`src/verilog/radio_cfg_pkg.sv`:
```
// Package with offsets, reset values, field positions and carriers of the radio configuration bank.
package radio_cfg_pkg;

    // Register offsets, decimal 22 to 31.
    localparam logic [4:0] ADDR_SYNC_MSB = 5'h16;
    localparam logic [4:0] ADDR_SYNC_SECOND = 5'h17;
    localparam logic [4:0] ADDR_SYNC_THIRD = 5'h18;
    localparam logic [4:0] ADDR_SYNC_LSB = 5'h19;
    localparam logic [4:0] ADDR_TX_SETTINGS = 5'h1a;
    localparam logic [4:0] ADDR_CLKOUT_SETTINGS = 5'h1b;
    localparam logic [4:0] ADDR_CODING_LENGTH = 5'h1c;
    localparam logic [4:0] ADDR_NODE_ADDRESS = 5'h1d;
    localparam logic [4:0] ADDR_PKT_FORMAT = 5'h1e;
    localparam logic [4:0] ADDR_FIFO_HANDLING = 5'h1f;
    localparam int REG_COUNT = 10;

    // Values after reset.
    localparam logic [7:0] RST_SYNC_BYTE = 8'h00;
    localparam logic [7:0] RST_TX_SETTINGS = 8'h72;
    localparam logic [7:0] RST_CLKOUT_SETTINGS = 8'hbc;
    localparam logic [7:0] RST_CODING_LENGTH = 8'h00;
    localparam logic [7:0] RST_NODE_ADDRESS = 8'h00;
    localparam logic [7:0] RST_PKT_FORMAT = 8'h48;
    localparam logic [7:0] RST_FIFO_HANDLING = 8'h00;
    localparam logic RST_CRC_STATUS = 1'b0;
    localparam logic [7:0] UNMAPPED_READ = 8'h00;

    // Field positions.
    localparam int INTERP_MSB = 7;
    localparam int INTERP_LSB = 4;
    localparam int POWER_MSB = 3;
    localparam int POWER_LSB = 1;
    localparam int ZERO_IF_BIT = 0;
    localparam int CLKOUT_ON_BIT = 7;
    localparam int CLKDIV_MSB = 6;
    localparam int CLKDIV_LSB = 2;
    localparam int MANCHESTER_BIT = 7;
    localparam int LENGTH_MSB = 6;
    localparam int LENGTH_LSB = 0;
    localparam int VAR_LENGTH_BIT = 7;
    localparam int PREAMBLE_MSB = 6;
    localparam int PREAMBLE_LSB = 5;
    localparam int WHITENING_BIT = 4;
    localparam int CRC_ON_BIT = 3;
    localparam int ADDR_FILT_MSB = 2;
    localparam int ADDR_FILT_LSB = 1;
    localparam int CRC_STATUS_BIT = 0;
    localparam int AUTOCLR_OFF_BIT = 7;
    localparam int FIFO_READ_BIT = 6;

    // Address filter modes, broadcast addresses and the clock divider bypass code.
    localparam logic [1:0] FILT_OFF = 2'b00;
    localparam logic [1:0] FILT_NODE = 2'b01;
    localparam logic [1:0] FILT_NODE_ZERO = 2'b10;
    localparam logic [7:0] BCAST_ZERO = 8'h00;
    localparam logic [7:0] BCAST_ONES = 8'hff;
    localparam logic [4:0] CLKDIV_BYPASS = 5'h00;

    typedef enum logic [2:0] {
        PKT_IDLE = 3'b001,
        PKT_KEEP = 3'b010,
        PKT_DROP = 3'b100
    } pkt_state_e;

    typedef struct packed {
        logic [3:0] tx_interp_cutoff_code;
        logic [2:0] power_code;
        logic zero_if;
    } tx_cfg_s;

    typedef struct packed {
        logic manchester_on;
        logic [6:0] payload_length;
        logic variable_length;
        logic [1:0] preamble_code;
        logic whitening_on;
        logic crc_on;
        logic [1:0] addr_filter;
        logic [7:0] node_address;
    } pkt_cfg_s;

endpackage

```
`src/verilog/radio_packet_sync_tx_config_regs.sv`:
```
// Configuration bank for sync word, transmitter, clock output and packet handling of the radio.
//
// Summary of operation
// - Sync length code 00..11 selects an 8, 16, 24 or 32 bit pattern.
// - Sync recognition runs only while the sync enable input is high.
// - The detector tolerates up to the error count given by a two-bit code.
// - The first sync byte is always compared; the second when the length is not 00.
// - Third byte used for codes 1x, fourth for 11; all sync bytes reset to zero.
// - A four-bit code sets the transmit interpolation filter cutoff, reset 0111.
// - A three-bit code lowers transmit power in 3 dB steps, reset 001.
// - The zero-IF bit zeroes the first IF and ignores deviation in transmit.
// - The clock output pin is driven only while its enable bit is one.
// - Clock output is the crystal for code zero, else crystal over twice the code.
// - The line coding bit turns Manchester coding on for both directions.
// - Seven-bit length: exact length when fixed, receive maximum when variable.
// - An eight-bit node address, zero at reset, is compared when filtering.
// - Format bit zero means fixed length packets, one means variable length.
// - Two-bit preamble code plus one gives the preamble byte count, reset three bytes.
// - The whitening bit whitens transmit data and dewhitens receive data.
// - CRC generation and checking run while the CRC bit is one, its reset value.
// - Address filter modes: all, node only, node or zero, node or zero or ones.
// - A read-only status bit shows the CRC outcome of the current packet.
// - With auto-clear bit zero the FIFO is cleared when the packet fails CRC.
// - In standby the direction bit chooses host FIFO write or read access.
`timescale 1ns/100ps
module radio_packet_sync_tx_config_regs
    import radio_cfg_pkg::*;
(
    input wire logic i_ref_clk,
    input wire logic i_rst_n,
    input wire logic i_reg_wr,
    input wire logic i_reg_rd,
    input wire logic [4:0] i_reg_addr,
    input wire logic [7:0] i_reg_wdata,
    output logic [7:0] o_reg_rdata,
    input wire logic i_sync_on,
    input wire logic [1:0] i_sync_size,
    input wire logic [1:0] i_sync_tol,
    input wire logic i_rx_bit,
    input wire logic i_rx_bit_valid,
    output logic o_sync_found,
    input wire logic i_rx_addr_valid,
    input wire logic [7:0] i_rx_addr,
    input wire logic i_rx_crc_done,
    input wire logic i_rx_crc_ok,
    output logic o_fifo_store_en,
    output logic o_addr_reject,
    output logic o_fifo_clear,
    input wire logic i_standby,
    output logic o_host_fifo_wr_ok,
    output logic o_host_fifo_rd_ok,
    output tx_cfg_s o_tx_cfg,
    output pkt_cfg_s o_pkt_cfg,
    output logic o_clkout,
    output logic o_clkout_oe,
    output logic o_clkout_bypass
);

    function automatic logic [7:0] reset_value(input int idx);
        logic [7:0] v;
        case (idx)
            4: v = RST_TX_SETTINGS;
            5: v = RST_CLKOUT_SETTINGS;
            6: v = RST_CODING_LENGTH;
            7: v = RST_NODE_ADDRESS;
            8: v = RST_PKT_FORMAT;
            9: v = RST_FIFO_HANDLING;
            default: v = RST_SYNC_BYTE;
        endcase
        return v;
    endfunction

    function automatic logic address_accepted(
        input logic [1:0] mode,
        input logic [7:0] node,
        input logic [7:0] addr
    );
        logic ok;
        case (mode)
            FILT_OFF: ok = 1'b1;
            FILT_NODE: ok = (addr == node);
            FILT_NODE_ZERO: ok = (addr == node) || (addr == BCAST_ZERO);
            default: ok = (addr == node) || (addr == BCAST_ZERO) || (addr == BCAST_ONES);
        endcase
        return ok;
    endfunction

    // Register storage; the slot for offset 30 keeps bit 0 as an unused copy.
    logic [7:0] regs [REG_COUNT];
    logic crc_status;
    pkt_state_e pkt_state;
    pkt_state_e next_pkt_state;
    logic [4:0] div_count;
    logic clk_level;

    // Address decode.
    wire in_range = (i_reg_addr >= ADDR_SYNC_MSB) && (i_reg_addr <= ADDR_FIFO_HANDLING);
    wire [4:0] reg_index_full = i_reg_addr - ADDR_SYNC_MSB;
    wire [3:0] reg_index = reg_index_full[3:0];
    wire write_hit = i_reg_wr && in_range;
    wire read_hit = i_reg_rd && in_range;

    // Named views of the stored fields.
    wire [7:0] tx_reg = regs[4];
    wire [7:0] clk_reg = regs[5];
    wire [7:0] coding_reg = regs[6];
    wire [7:0] node_reg = regs[7];
    wire [7:0] format_reg = regs[8];
    wire [7:0] fifo_reg = regs[9];
    wire [31:0] sync_pattern = {regs[0], regs[1], regs[2], regs[3]};

    wire clkout_on = clk_reg[CLKOUT_ON_BIT];
    wire [4:0] clk_div = clk_reg[CLKDIV_MSB:CLKDIV_LSB];
    wire crc_on = format_reg[CRC_ON_BIT];
    wire [1:0] addr_filter = format_reg[ADDR_FILT_MSB:ADDR_FILT_LSB];
    wire autoclr_off = fifo_reg[AUTOCLR_OFF_BIT];
    wire fifo_read_dir = fifo_reg[FIFO_READ_BIT];

    // Read path: the live status replaces the stored copy of bit 0 at offset 30.
    wire [7:0] stored_read = regs[reg_index];
    wire [7:0] status_read = {stored_read[7:1], crc_status};
    wire [7:0] read_value = (i_reg_addr == ADDR_PKT_FORMAT) ? status_read : stored_read;

    // Configuration carried to the modem and packet engine.
    assign o_tx_cfg.tx_interp_cutoff_code = tx_reg[INTERP_MSB:INTERP_LSB];
    assign o_tx_cfg.power_code = tx_reg[POWER_MSB:POWER_LSB];
    assign o_tx_cfg.zero_if = tx_reg[ZERO_IF_BIT];
    assign o_pkt_cfg.manchester_on = coding_reg[MANCHESTER_BIT];
    assign o_pkt_cfg.payload_length = coding_reg[LENGTH_MSB:LENGTH_LSB];
    assign o_pkt_cfg.variable_length = format_reg[VAR_LENGTH_BIT];
    assign o_pkt_cfg.preamble_code = format_reg[PREAMBLE_MSB:PREAMBLE_LSB];
    assign o_pkt_cfg.whitening_on = format_reg[WHITENING_BIT];
    assign o_pkt_cfg.crc_on = crc_on;
    assign o_pkt_cfg.addr_filter = addr_filter;
    assign o_pkt_cfg.node_address = node_reg;

    // Host FIFO direction only matters in standby; outside it the engine owns the FIFO.
    assign o_host_fifo_wr_ok = i_standby && !fifo_read_dir;
    assign o_host_fifo_rd_ok = i_standby && fifo_read_dir;

    sync_word_matcher u_sync
    (
        .i_ref_clk(i_ref_clk),
        .i_rst_n(i_rst_n),
        .i_enable(i_sync_on),
        .i_bit(i_rx_bit),
        .i_bit_valid(i_rx_bit_valid),
        .i_pattern(sync_pattern),
        .i_size(i_sync_size),
        .i_tol(i_sync_tol),
        .o_found(o_sync_found)
    );

    // Register writes; reserved fields are stored like any other bit.
    always_ff @(posedge i_ref_clk)
    begin
        if (!i_rst_n)
        begin
            for (int i = 0; i < REG_COUNT; i++)
            begin
                regs[i] <= reset_value(i);
            end
        end
        else if (write_hit)
        begin
            regs[reg_index] <= i_reg_wdata;
        end
    end

    always_ff @(posedge i_ref_clk)
    begin
        if (!i_rst_n)
        begin
            o_reg_rdata <= UNMAPPED_READ;
        end
        else if (i_reg_rd)
        begin
            o_reg_rdata <= read_hit ? read_value : UNMAPPED_READ;
        end
    end

    // Packet tracker: the address byte decides whether the packet is kept.
    wire addr_ok = address_accepted(addr_filter, node_reg, i_rx_addr);
    wire pkt_rejected = (pkt_state == PKT_DROP);
    wire crc_counts = i_rx_crc_done && crc_on && !pkt_rejected;
    // Only an address seen by the idle tracker may drop a packet; later address strobes are ignored.
    wire addr_drop = i_rx_addr_valid && !i_rx_crc_done && !addr_ok && (pkt_state == PKT_IDLE);

    always_comb
    begin
        next_pkt_state = pkt_state;
        case (pkt_state)
            PKT_IDLE:
            begin
                if (i_rx_addr_valid && !i_rx_crc_done)
                begin
                    next_pkt_state = addr_ok ? PKT_KEEP : PKT_DROP;
                end
            end
            PKT_KEEP:
            begin
                if (i_rx_crc_done)
                begin
                    next_pkt_state = PKT_IDLE;
                end
            end
            PKT_DROP:
            begin
                if (i_rx_crc_done)
                begin
                    next_pkt_state = PKT_IDLE;
                end
            end
            default:
            begin
                next_pkt_state = PKT_IDLE;
            end
        endcase
    end

    always_ff @(posedge i_ref_clk)
    begin
        if (!i_rst_n)
        begin
            pkt_state <= PKT_IDLE;
        end
        else
        begin
            pkt_state <= next_pkt_state;
        end
    end

    // A dropped packet never reaches the FIFO, and the gate closes in the address cycle itself.
    assign o_fifo_store_en = !pkt_rejected && !addr_drop;

    always_ff @(posedge i_ref_clk)
    begin
        if (!i_rst_n)
        begin
            o_addr_reject <= 1'b0;
            o_fifo_clear <= 1'b0;
        end
        else
        begin
            o_addr_reject <= addr_drop;
            o_fifo_clear <= crc_counts && !i_rx_crc_ok && !autoclr_off;
        end
    end

    // Hardware owns the CRC status bit; host writes to offset 30 never reach it.
    always_ff @(posedge i_ref_clk)
    begin
        if (!i_rst_n)
        begin
            crc_status <= RST_CRC_STATUS;
        end
        else if (crc_counts)
        begin
            crc_status <= i_rx_crc_ok;
        end
    end

    // Clock output divider: the level toggles every clk_div cycles, giving the crystal over twice clk_div.
    wire div_bypass = (clk_div == CLKDIV_BYPASS);
    wire div_wrap = (div_count >= clk_div - 5'h01);

    always_ff @(posedge i_ref_clk)
    begin
        if (!i_rst_n)
        begin
            div_count <= 5'h00;
            clk_level <= 1'b0;
        end
        else if (div_bypass || !clkout_on)
        begin
            div_count <= 5'h00;
            clk_level <= 1'b0;
        end
        else if (div_wrap)
        begin
            div_count <= 5'h00;
            clk_level <= !clk_level;
        end
        else
        begin
            div_count <= div_count + 5'h01;
        end
    end

    // The raw crystal cannot leave through a flip-flop, so code zero asks the pad mux to pass it.
    assign o_clkout_bypass = clkout_on && div_bypass;
    assign o_clkout = clkout_on && clk_level;
    assign o_clkout_oe = clkout_on;

endmodule

```
`src/verilog/sync_word_matcher.sv`:
```
// Serial sync word matcher with selectable length and bit error tolerance.
`timescale 1ns/100ps
module sync_word_matcher
    import radio_cfg_pkg::*;
(
    input wire logic i_ref_clk,
    input wire logic i_rst_n,
    input wire logic i_enable,
    input wire logic i_bit,
    input wire logic i_bit_valid,
    input wire logic [31:0] i_pattern,
    input wire logic [1:0] i_size,
    input wire logic [1:0] i_tol,
    output logic o_found
);

    function automatic logic [5:0] ones_count(input logic [31:0] v);
        logic [5:0] n;
        n = 6'h00;
        for (int k = 0; k < 32; k++)
        begin
            n = n + {5'h00, v[k]};
        end
        return n;
    endfunction

    logic [31:0] shreg;
    wire [31:0] next_shreg = {shreg[30:0], i_bit};
    // The first sync byte goes out first, so a short word sits at the low end of the history.
    wire [31:0] aligned = i_pattern >> {3'h3 - {1'b0, i_size}, 3'h0};
    wire [31:0] mask = 32'hffffffff >> {3'h3 - {1'b0, i_size}, 3'h0};
    wire [5:0] errors = ones_count((next_shreg ^ aligned) & mask);
    wire hit = errors <= {4'h0, i_tol};

    always_ff @(posedge i_ref_clk)
    begin
        if (!i_rst_n)
        begin
            shreg <= 32'h00000000;
            o_found <= 1'b0;
        end
        else
        begin
            if (i_bit_valid)
            begin
                shreg <= next_shreg;
            end
            o_found <= i_bit_valid && i_enable && hit;
        end
    end

endmodule
```
`config.mk`:
```
export PLATFORM = sky130hd
export DESIGN_NAME = radio_packet_sync_tx_config_regs
export DESIGN_NICKNAME = d
export VERILOG_FILES = /design/src/verilog/radio_cfg_pkg.sv /design/src/verilog/radio_packet_sync_tx_config_regs.sv /design/src/verilog/sync_word_matcher.sv
export SDC_FILE = /design/constraint.sdc
export NUM_CORES = 1
export LEC_CHECK = 0
export BUFFER_PORTS_ARGS = -buffer_cell sky130_fd_sc_hd__buf_2
export CAP_MARGIN = 20
export CORE_UTILIZATION = 47
export CTS_CLUSTER_SIZE = 8
export DETAILED_ROUTE_END_ITERATION = 7
export PLACE_DENSITY = 0.78
export SYNTH_ARGS = -nofsm -noshare
export SYNTH_HDL_FRONTEND = slang
export SYNTH_SLANG_ARGS = --single-unit
```
`constraint.sdc`:
```
create_clock -name i_ref_clk -period 7 [get_ports i_ref_clk]
set_input_delay 1.05 -clock i_ref_clk [delete_from_list [all_inputs] [get_ports i_ref_clk]]
set_output_delay 1.05 -clock i_ref_clk [all_outputs]
set_load 0.01 [all_outputs]
```
* After elaboration in Yosys (flattened, before gate mapping)
Memories as Yosys holds them, arrays and structs flattened.
Cells that the tools add are included.
** Cells by class
- Shifts and indexed selects :: 2
- $add $sub $neg :: 35
- Reduce and logical (&&, ||, !) cells :: 37
- Bitwise logic cells :: 3
- Equal/unequal tests :: 10
- Magnitude comparators :: 4
- Multiplexer cells :: 18
** Operators by type and width (number)
- 6-bit by 1-bit adder with 6-bit output :: 30
- 8-bit two-way mux :: 6
- 32-bit bitwise AND :: 1
- 32-bit by 6-bit >> shifter with 32-bit output :: 1
- 32-bit by 6-bit >> shifter with 32-bit output, first input constant :: 1
- 32-bit XOR :: 1
- 1-bit logical AND :: 17
- 1-bit logical NOT :: 9
- 3-bit two-way mux :: 3
- 8-bit == test :: 1
- 8-bit == test, second input constant :: 1
- 8-bit logical NOT :: 1
- 8-bit OR reduction :: 1
- 6-bit by 2-bit less-or-equal comparator with 1-bit output :: 1
- 1-bit two-way mux :: 6
- 3-bit case mux with 2 select lines :: 1
- 5-bit by 1-bit adder with 5-bit output, second input constant :: 1
- 5-bit == test, second input constant :: 1
- 5-bit greater-or-equal comparator :: 1
- 5-bit greater-or-equal comparator, second input constant :: 1
- 5-bit less-or-equal comparator, second input constant :: 1
- 5-bit logical NOT :: 1
- 5-bit by 1-bit subtractor with 5-bit output, second input constant :: 1
- 4-bit two-way mux :: 1
- 16 further kinds :: 20
** Storage, ports and cells
- Flip-flop bits (word level) :: 52
- Memories :: 1
- Input bits :: 36
- Output and inout bits :: 48
- Memory bits (writable) :: 80
** Memories
- regs :: depth 10, bits a word 8, read ports 11, clocked after memory_dff 0, write ports 10, line radio_packet_sync_tx_config_regs.sv:89 : logic [7:0] regs [REG_COUNT];

* Longest topological paths before layout
- Depth in word-level cells :: 37
- Depth in mapped cells :: 22

* Modules after synthesis
From an unflattened synthesis, not the netlist that was laid out.
** Second synthesis, totals
- Cell total of the unflattened synthesis :: 772
- Area, all modules :: 9769.4 sq um
** By module, submodules not included
- radio_packet_sync_tx_config_regs :: cells an instance 490, seq. area each 4244.1 sq um, area each 6896.6 sq um, instances 1
- sync_word_matcher :: cells an instance 282, seq. area each 640.6 sq um, area each 2872.8 sq um, instances 1

* Worst setup path after synthesis
Ideal clock, no wire load.
- Path kind :: input-to-reg
- Start :: in i_sync_size[0]
- End :: reg u_sync.o_found
- Setup time :: 0.060 ns
- Slack :: -0.357 ns
- Data arrival time :: 7.298 ns
- Cell stages on the path :: 22
- Cell sequence :: clkbuf_1 -> buf_2 -> mux2i_1 -> mux2i_1 -> xor2_1 -> ha_1 -> inv_1 -> fa_1 -> fa_1 -> inv_1 -> fa_1 -> fa_1 -> fa_1 -> fa_1 -> inv_1 -> fa_1 -> inv_1 -> fa_1 -> ha_1 -> nor2b_1 -> o21ai_0 -> o2111a_1
** Between the ends
- Cells in the longest elaborated chain, start to end :: 37
** Ends and longest elaborated chain
- from (decl) :: line radio_packet_sync_tx_config_regs.sv:37 : input wire logic [1:0] i_sync_size,
- 2-bit by 2-bit subtractor with 3-bit output (*) :: line sync_word_matcher.sv:30, sync_word_matcher.sv:31
- 32-bit by 6-bit >> shifter with 32-bit output :: line sync_word_matcher.sv:30 : wire [31:0] aligned = i_pattern >> {3'h3 - {1'b0, i_size}, 3'h0};
- 32-bit XOR :: line sync_word_matcher.sv:32 : wire [5:0] errors = ones_count((next_shreg ^ aligned) & mask);
- 32-bit bitwise AND (*) :: line sync_word_matcher.sv:32
- 1-bit by 1-bit adder with 2-bit output :: line sync_word_matcher.sv:22 : n = n + {5'h00, v[k]};
- 6-bit by 1-bit adder with 6-bit output (29 in series) :: line sync_word_matcher.sv:22
- 6-bit by 1-bit adder with 6-bit output (*) :: line sync_word_matcher.sv:22
- 6-bit by 2-bit less-or-equal comparator with 1-bit output (*) :: line sync_word_matcher.sv:33 : wire hit = errors <= {4'h0, i_tol};
- 1-bit logical AND (*) :: line sync_word_matcher.sv:48 : o_found <= i_bit_valid && i_enable && hit;
- to (signal assigned) :: line sync_word_matcher.sv:48
- to (decl) :: line sync_word_matcher.sv:14 : output logic o_found
Every way passes the cells marked *; elsewhere a longest branch is shown, timed or not.
A chain may end at the register's enable or synchronous reset.

* Worst setup path in the final report
Ends and elaborated chain as after synthesis.

==> run_results.csv <==
group,metric,value,unit
placement,io_buffer_count,83,
final_layout,drive_gt1_share,20.2,%
final_layout,diodes,0,
clock_tree,ctsLongestPathBuffers,2,
global_route,top_usage_layer,"met2",
global_route,grt_use_met3,7.43,%
global_route,grt_first_pass_wirelength,35.0,mm
timing,rsz0062_at_grt,"no",
clock_tree,path_clk_slew,0.07,ns
synth,ys_types,56,
critical_path,crit_path_end_kind,"flip-flop",
synth,netlist_area,9440,µm²
detailed_routing,drtAntennaViolNets,0,
critical_path,critPathLaunchType,"input port",
floorplanning,die_height,144,µm
detailed_routing,num_vias,6186,
power,irDropWorstVdd,0.171,mV
synth,yosys-top-cells-area,"edfxtp_1 (41%), dfxtp_1 (11%), mux4_2 (7.9%)",
detailed_routing,drt_pass1_iterations,6,
timing,hold_ws,0.465,ns
job,max-cap-violations,0,
synth,post-synth-top-area-cell,"edfxtp_1",
timing,worst_pin_slew,1.03,ns
timing,final-setup-viol-count,0,
critical_path,crit_required,7.38,ns
clock_tree,cts-root-buf,"clkbuf_16",
global_route,antenna_found_initial,0,
timing,relSlewSlack,30.6,%
power,power.density,276,nW/µm²
placement,dp_hpwl,16.5,mm
floorplanning,initial_core_util,48.2,%
clock_tree,htree_levels,4,
timing,setup_ws,0.305,ns
detailed_routing,drtIter0Drc,505,
clock_tree,cts_hold_buffers,0,
floorplanning,rows,51,
timing,finalHoldViolCount,0,
floorplanning,pin_count,84,
clock_tree,clkLatencyLatePin,0.44,ns
global_route,grt_pass1_vias,6042,
placement,pre_cts_slack,-0.0532,ns
status,status,"complete, no violations",
detailed_routing,routed_via_density,5.55,
clock_tree,cts_setup_buffers,0,
clock_tree,clock-sinks,180,
timing,fmax,0.149,GHz
clock_tree,cts_tree,"done",
final_layout,finalNetCount,915,
floorplanning,die_w,144,µm
critical_path,arrival,7.07,ns
synth,yosysTopAreaCellShare,40.7,%
clock_tree,cts-buffers-inserted,17,
placement,routabilityCongestion,0.881,
detailed_routing,wl,22.8,mm
timing,finClkSkew,0.0129,ns
synth,netlist_instances,744,
global_route,grt_overflow,0,
global_route,grt_use_total,23.5,%
power,cellLeakagePower,4.09,nW
clock_tree,cts_resized,0,
synth,synth-edff-count,128,
critical_path,path_class,"in -> reg",
detailed_routing,drc,0,
floorplanning,die-area,20700,µm²
timing,drv_slew,0,
global_route,met2_usage,37.0,%
synth,avgSynthCellArea,12.7,µm²
synth,synth-main-ff-cell,"edfxtp_1",
synth,yosysWarnings,0,
floorplanning,core_area,19600,µm²
global_route,grt.met1_usage,31.4,%
power,finalPower,0.00296,W
critical_path,r2r_setup_slack,0.71,ns
detailed_routing,wl_per_cell,20.4,µm
global_route,grt_max_degree,53,
synth,ys_seq_elements,180,
min_path,hp-class,"reg -> reg",
critical_path,cp_max_fo,20,
synth,synthArstFlopShare,0,%
timing,period_needed,6.69,ns
timing,timing.final.crit_share,95.6,%
synth,yosysSeqAreaShare,51.7,%
final_layout,synthToLayoutAreaGrowth,13.5,%
Yosys cell counts, types with 5 or more instances:
cell and count:
mux4_2 33, buf_4 7, nand3_1 5, a22o_1 7
buf_2 10, and2_1 19, o21ai_0 13, nor2b_1 40
dfxtp_1 52, nand2_1 57, fa_1 24, nand2b_1 6
edfxtp_1 128, a21oi_1 7, clkbuf_1 14, mux2i_1 70
xnor2_1 40, nor2_1 74, or3_1 5, xor2_1 15
inv_1 43, ha_1 18
through the flow:
| step | cell area (µm²) | instances | TNS (ns) | utilization (%) |
|---|---|---|---|---|
| 4_1_cts | 10700 | 1114 | 0 | 54.7 |
| 2_1_floorplan | 9520 | 759 | 0 | - |
| 3_5_place_dp | 10100 | 1082 | -0.0532 | 51.8 |
| 6_report | 10700 | 1115 | 0 | 54.7 |
| 5_1_grt | 10700 | 1115 | 0 | 54.7 |
| 3_3_place_gp | 10100 | 1082 | 0 | 51.8 |
cells in the final DEF, fill, tap and decap left out, types with 12 or more instances in the layout:
cell,n
dfxtp_1,52
xnor2_1,40
nor2b_1,40
edfxtp_1,128
and2_1,19
buf_4,12
fa_1,24
clkbuf_16,17
conb_1,16
xor2_1,15
inv_1,43
mux4_2,33
nor2_1,74
buf_2,84
o21ai_0,13
ha_1,18
mux2i_1,69
nand2_1,57
state kept, by name, indices dropped and copies added, names as in the netlist, 3 cells and up:
signal	flops
regs	128
div_count	5
u_sync.shreg	31
o_reg_rdata	8
pkt_state	3
worst max-delay path: stages:
cell and delay (ns):
buf_2 0.17, buf_4 0.31, mux2i_1 0.34, mux2i_1 0.14
xor2_1 0.17, fa_1 0.54, inv_1 0.05, fa_1 0.47
inv_1 0.05, fa_1 0.50, fa_1 0.57, fa_1 0.44
fa_1 0.54, inv_1 0.05, fa_1 0.40, inv_1 0.09
fa_1 0.41, ha_1 0.29, nor2b_1 0.13, o21ai_0 0.14
o2111a_1 0.20
cells by family after synthesis:
kind of cell	share of synthesized area, %
compound gates	3.27
xor+xnor	5.10
fa+ha+maj	7.48
buf+inv	3.84
flops	51.7
mux	16.2
other cells	0.0397
simple gates	12.3
layout make-up:
| cell class | instances | area, µm² |
|---|---|---|
| Fill cell | 1620 | 8880 |
| Sequential cell | 180 | 4880 |
| Multi-Input combinational cell | 499 | 4260 |
| Timing Repair Buffer | 96 | 510 |
| Clock buffer | 17 | 425 |
| Tap cell | 265 | 332 |
| Inverter | 43 | 161 |
| Clock inverter | 15 | 141 |
where the power goes:
group / total (W) / switching (W) / leakage, nW / internal, W
clock: 0.000917 / 0.000447 / 0.264 / 0.000469
sequential: 0.00121 / 0.0000360 / 1.56 / 0.00118
combinational: 0.000830 / 0.000456 / 2.26 / 0.000374
per-layer routing:
| metal | vias up | wire length (µm) |
|---|---|---|
| met5 | - | 0 |
| met4 | 0 | 222 |
| met2 | 291 | 10700 |
| li1 | 2803 | - |
| met3 | 21 | 2210 |
| met1 | 3071 | 9620 |
worst paths after layout:
| check | start | to | cells past startpoint |
|---|---|---|---|
| min reg2reg | div_count[0] | div_count[0] | 1 |
| min | div_count[0] | div_count[0] | 1 |
| max | i_sync_size[0] | u_sync.o_found | 21 |
| max reg2reg | regs[0][1] | u_sync.o_found | 20 |
Note: power is estimated with default switching activity, not from simulation.
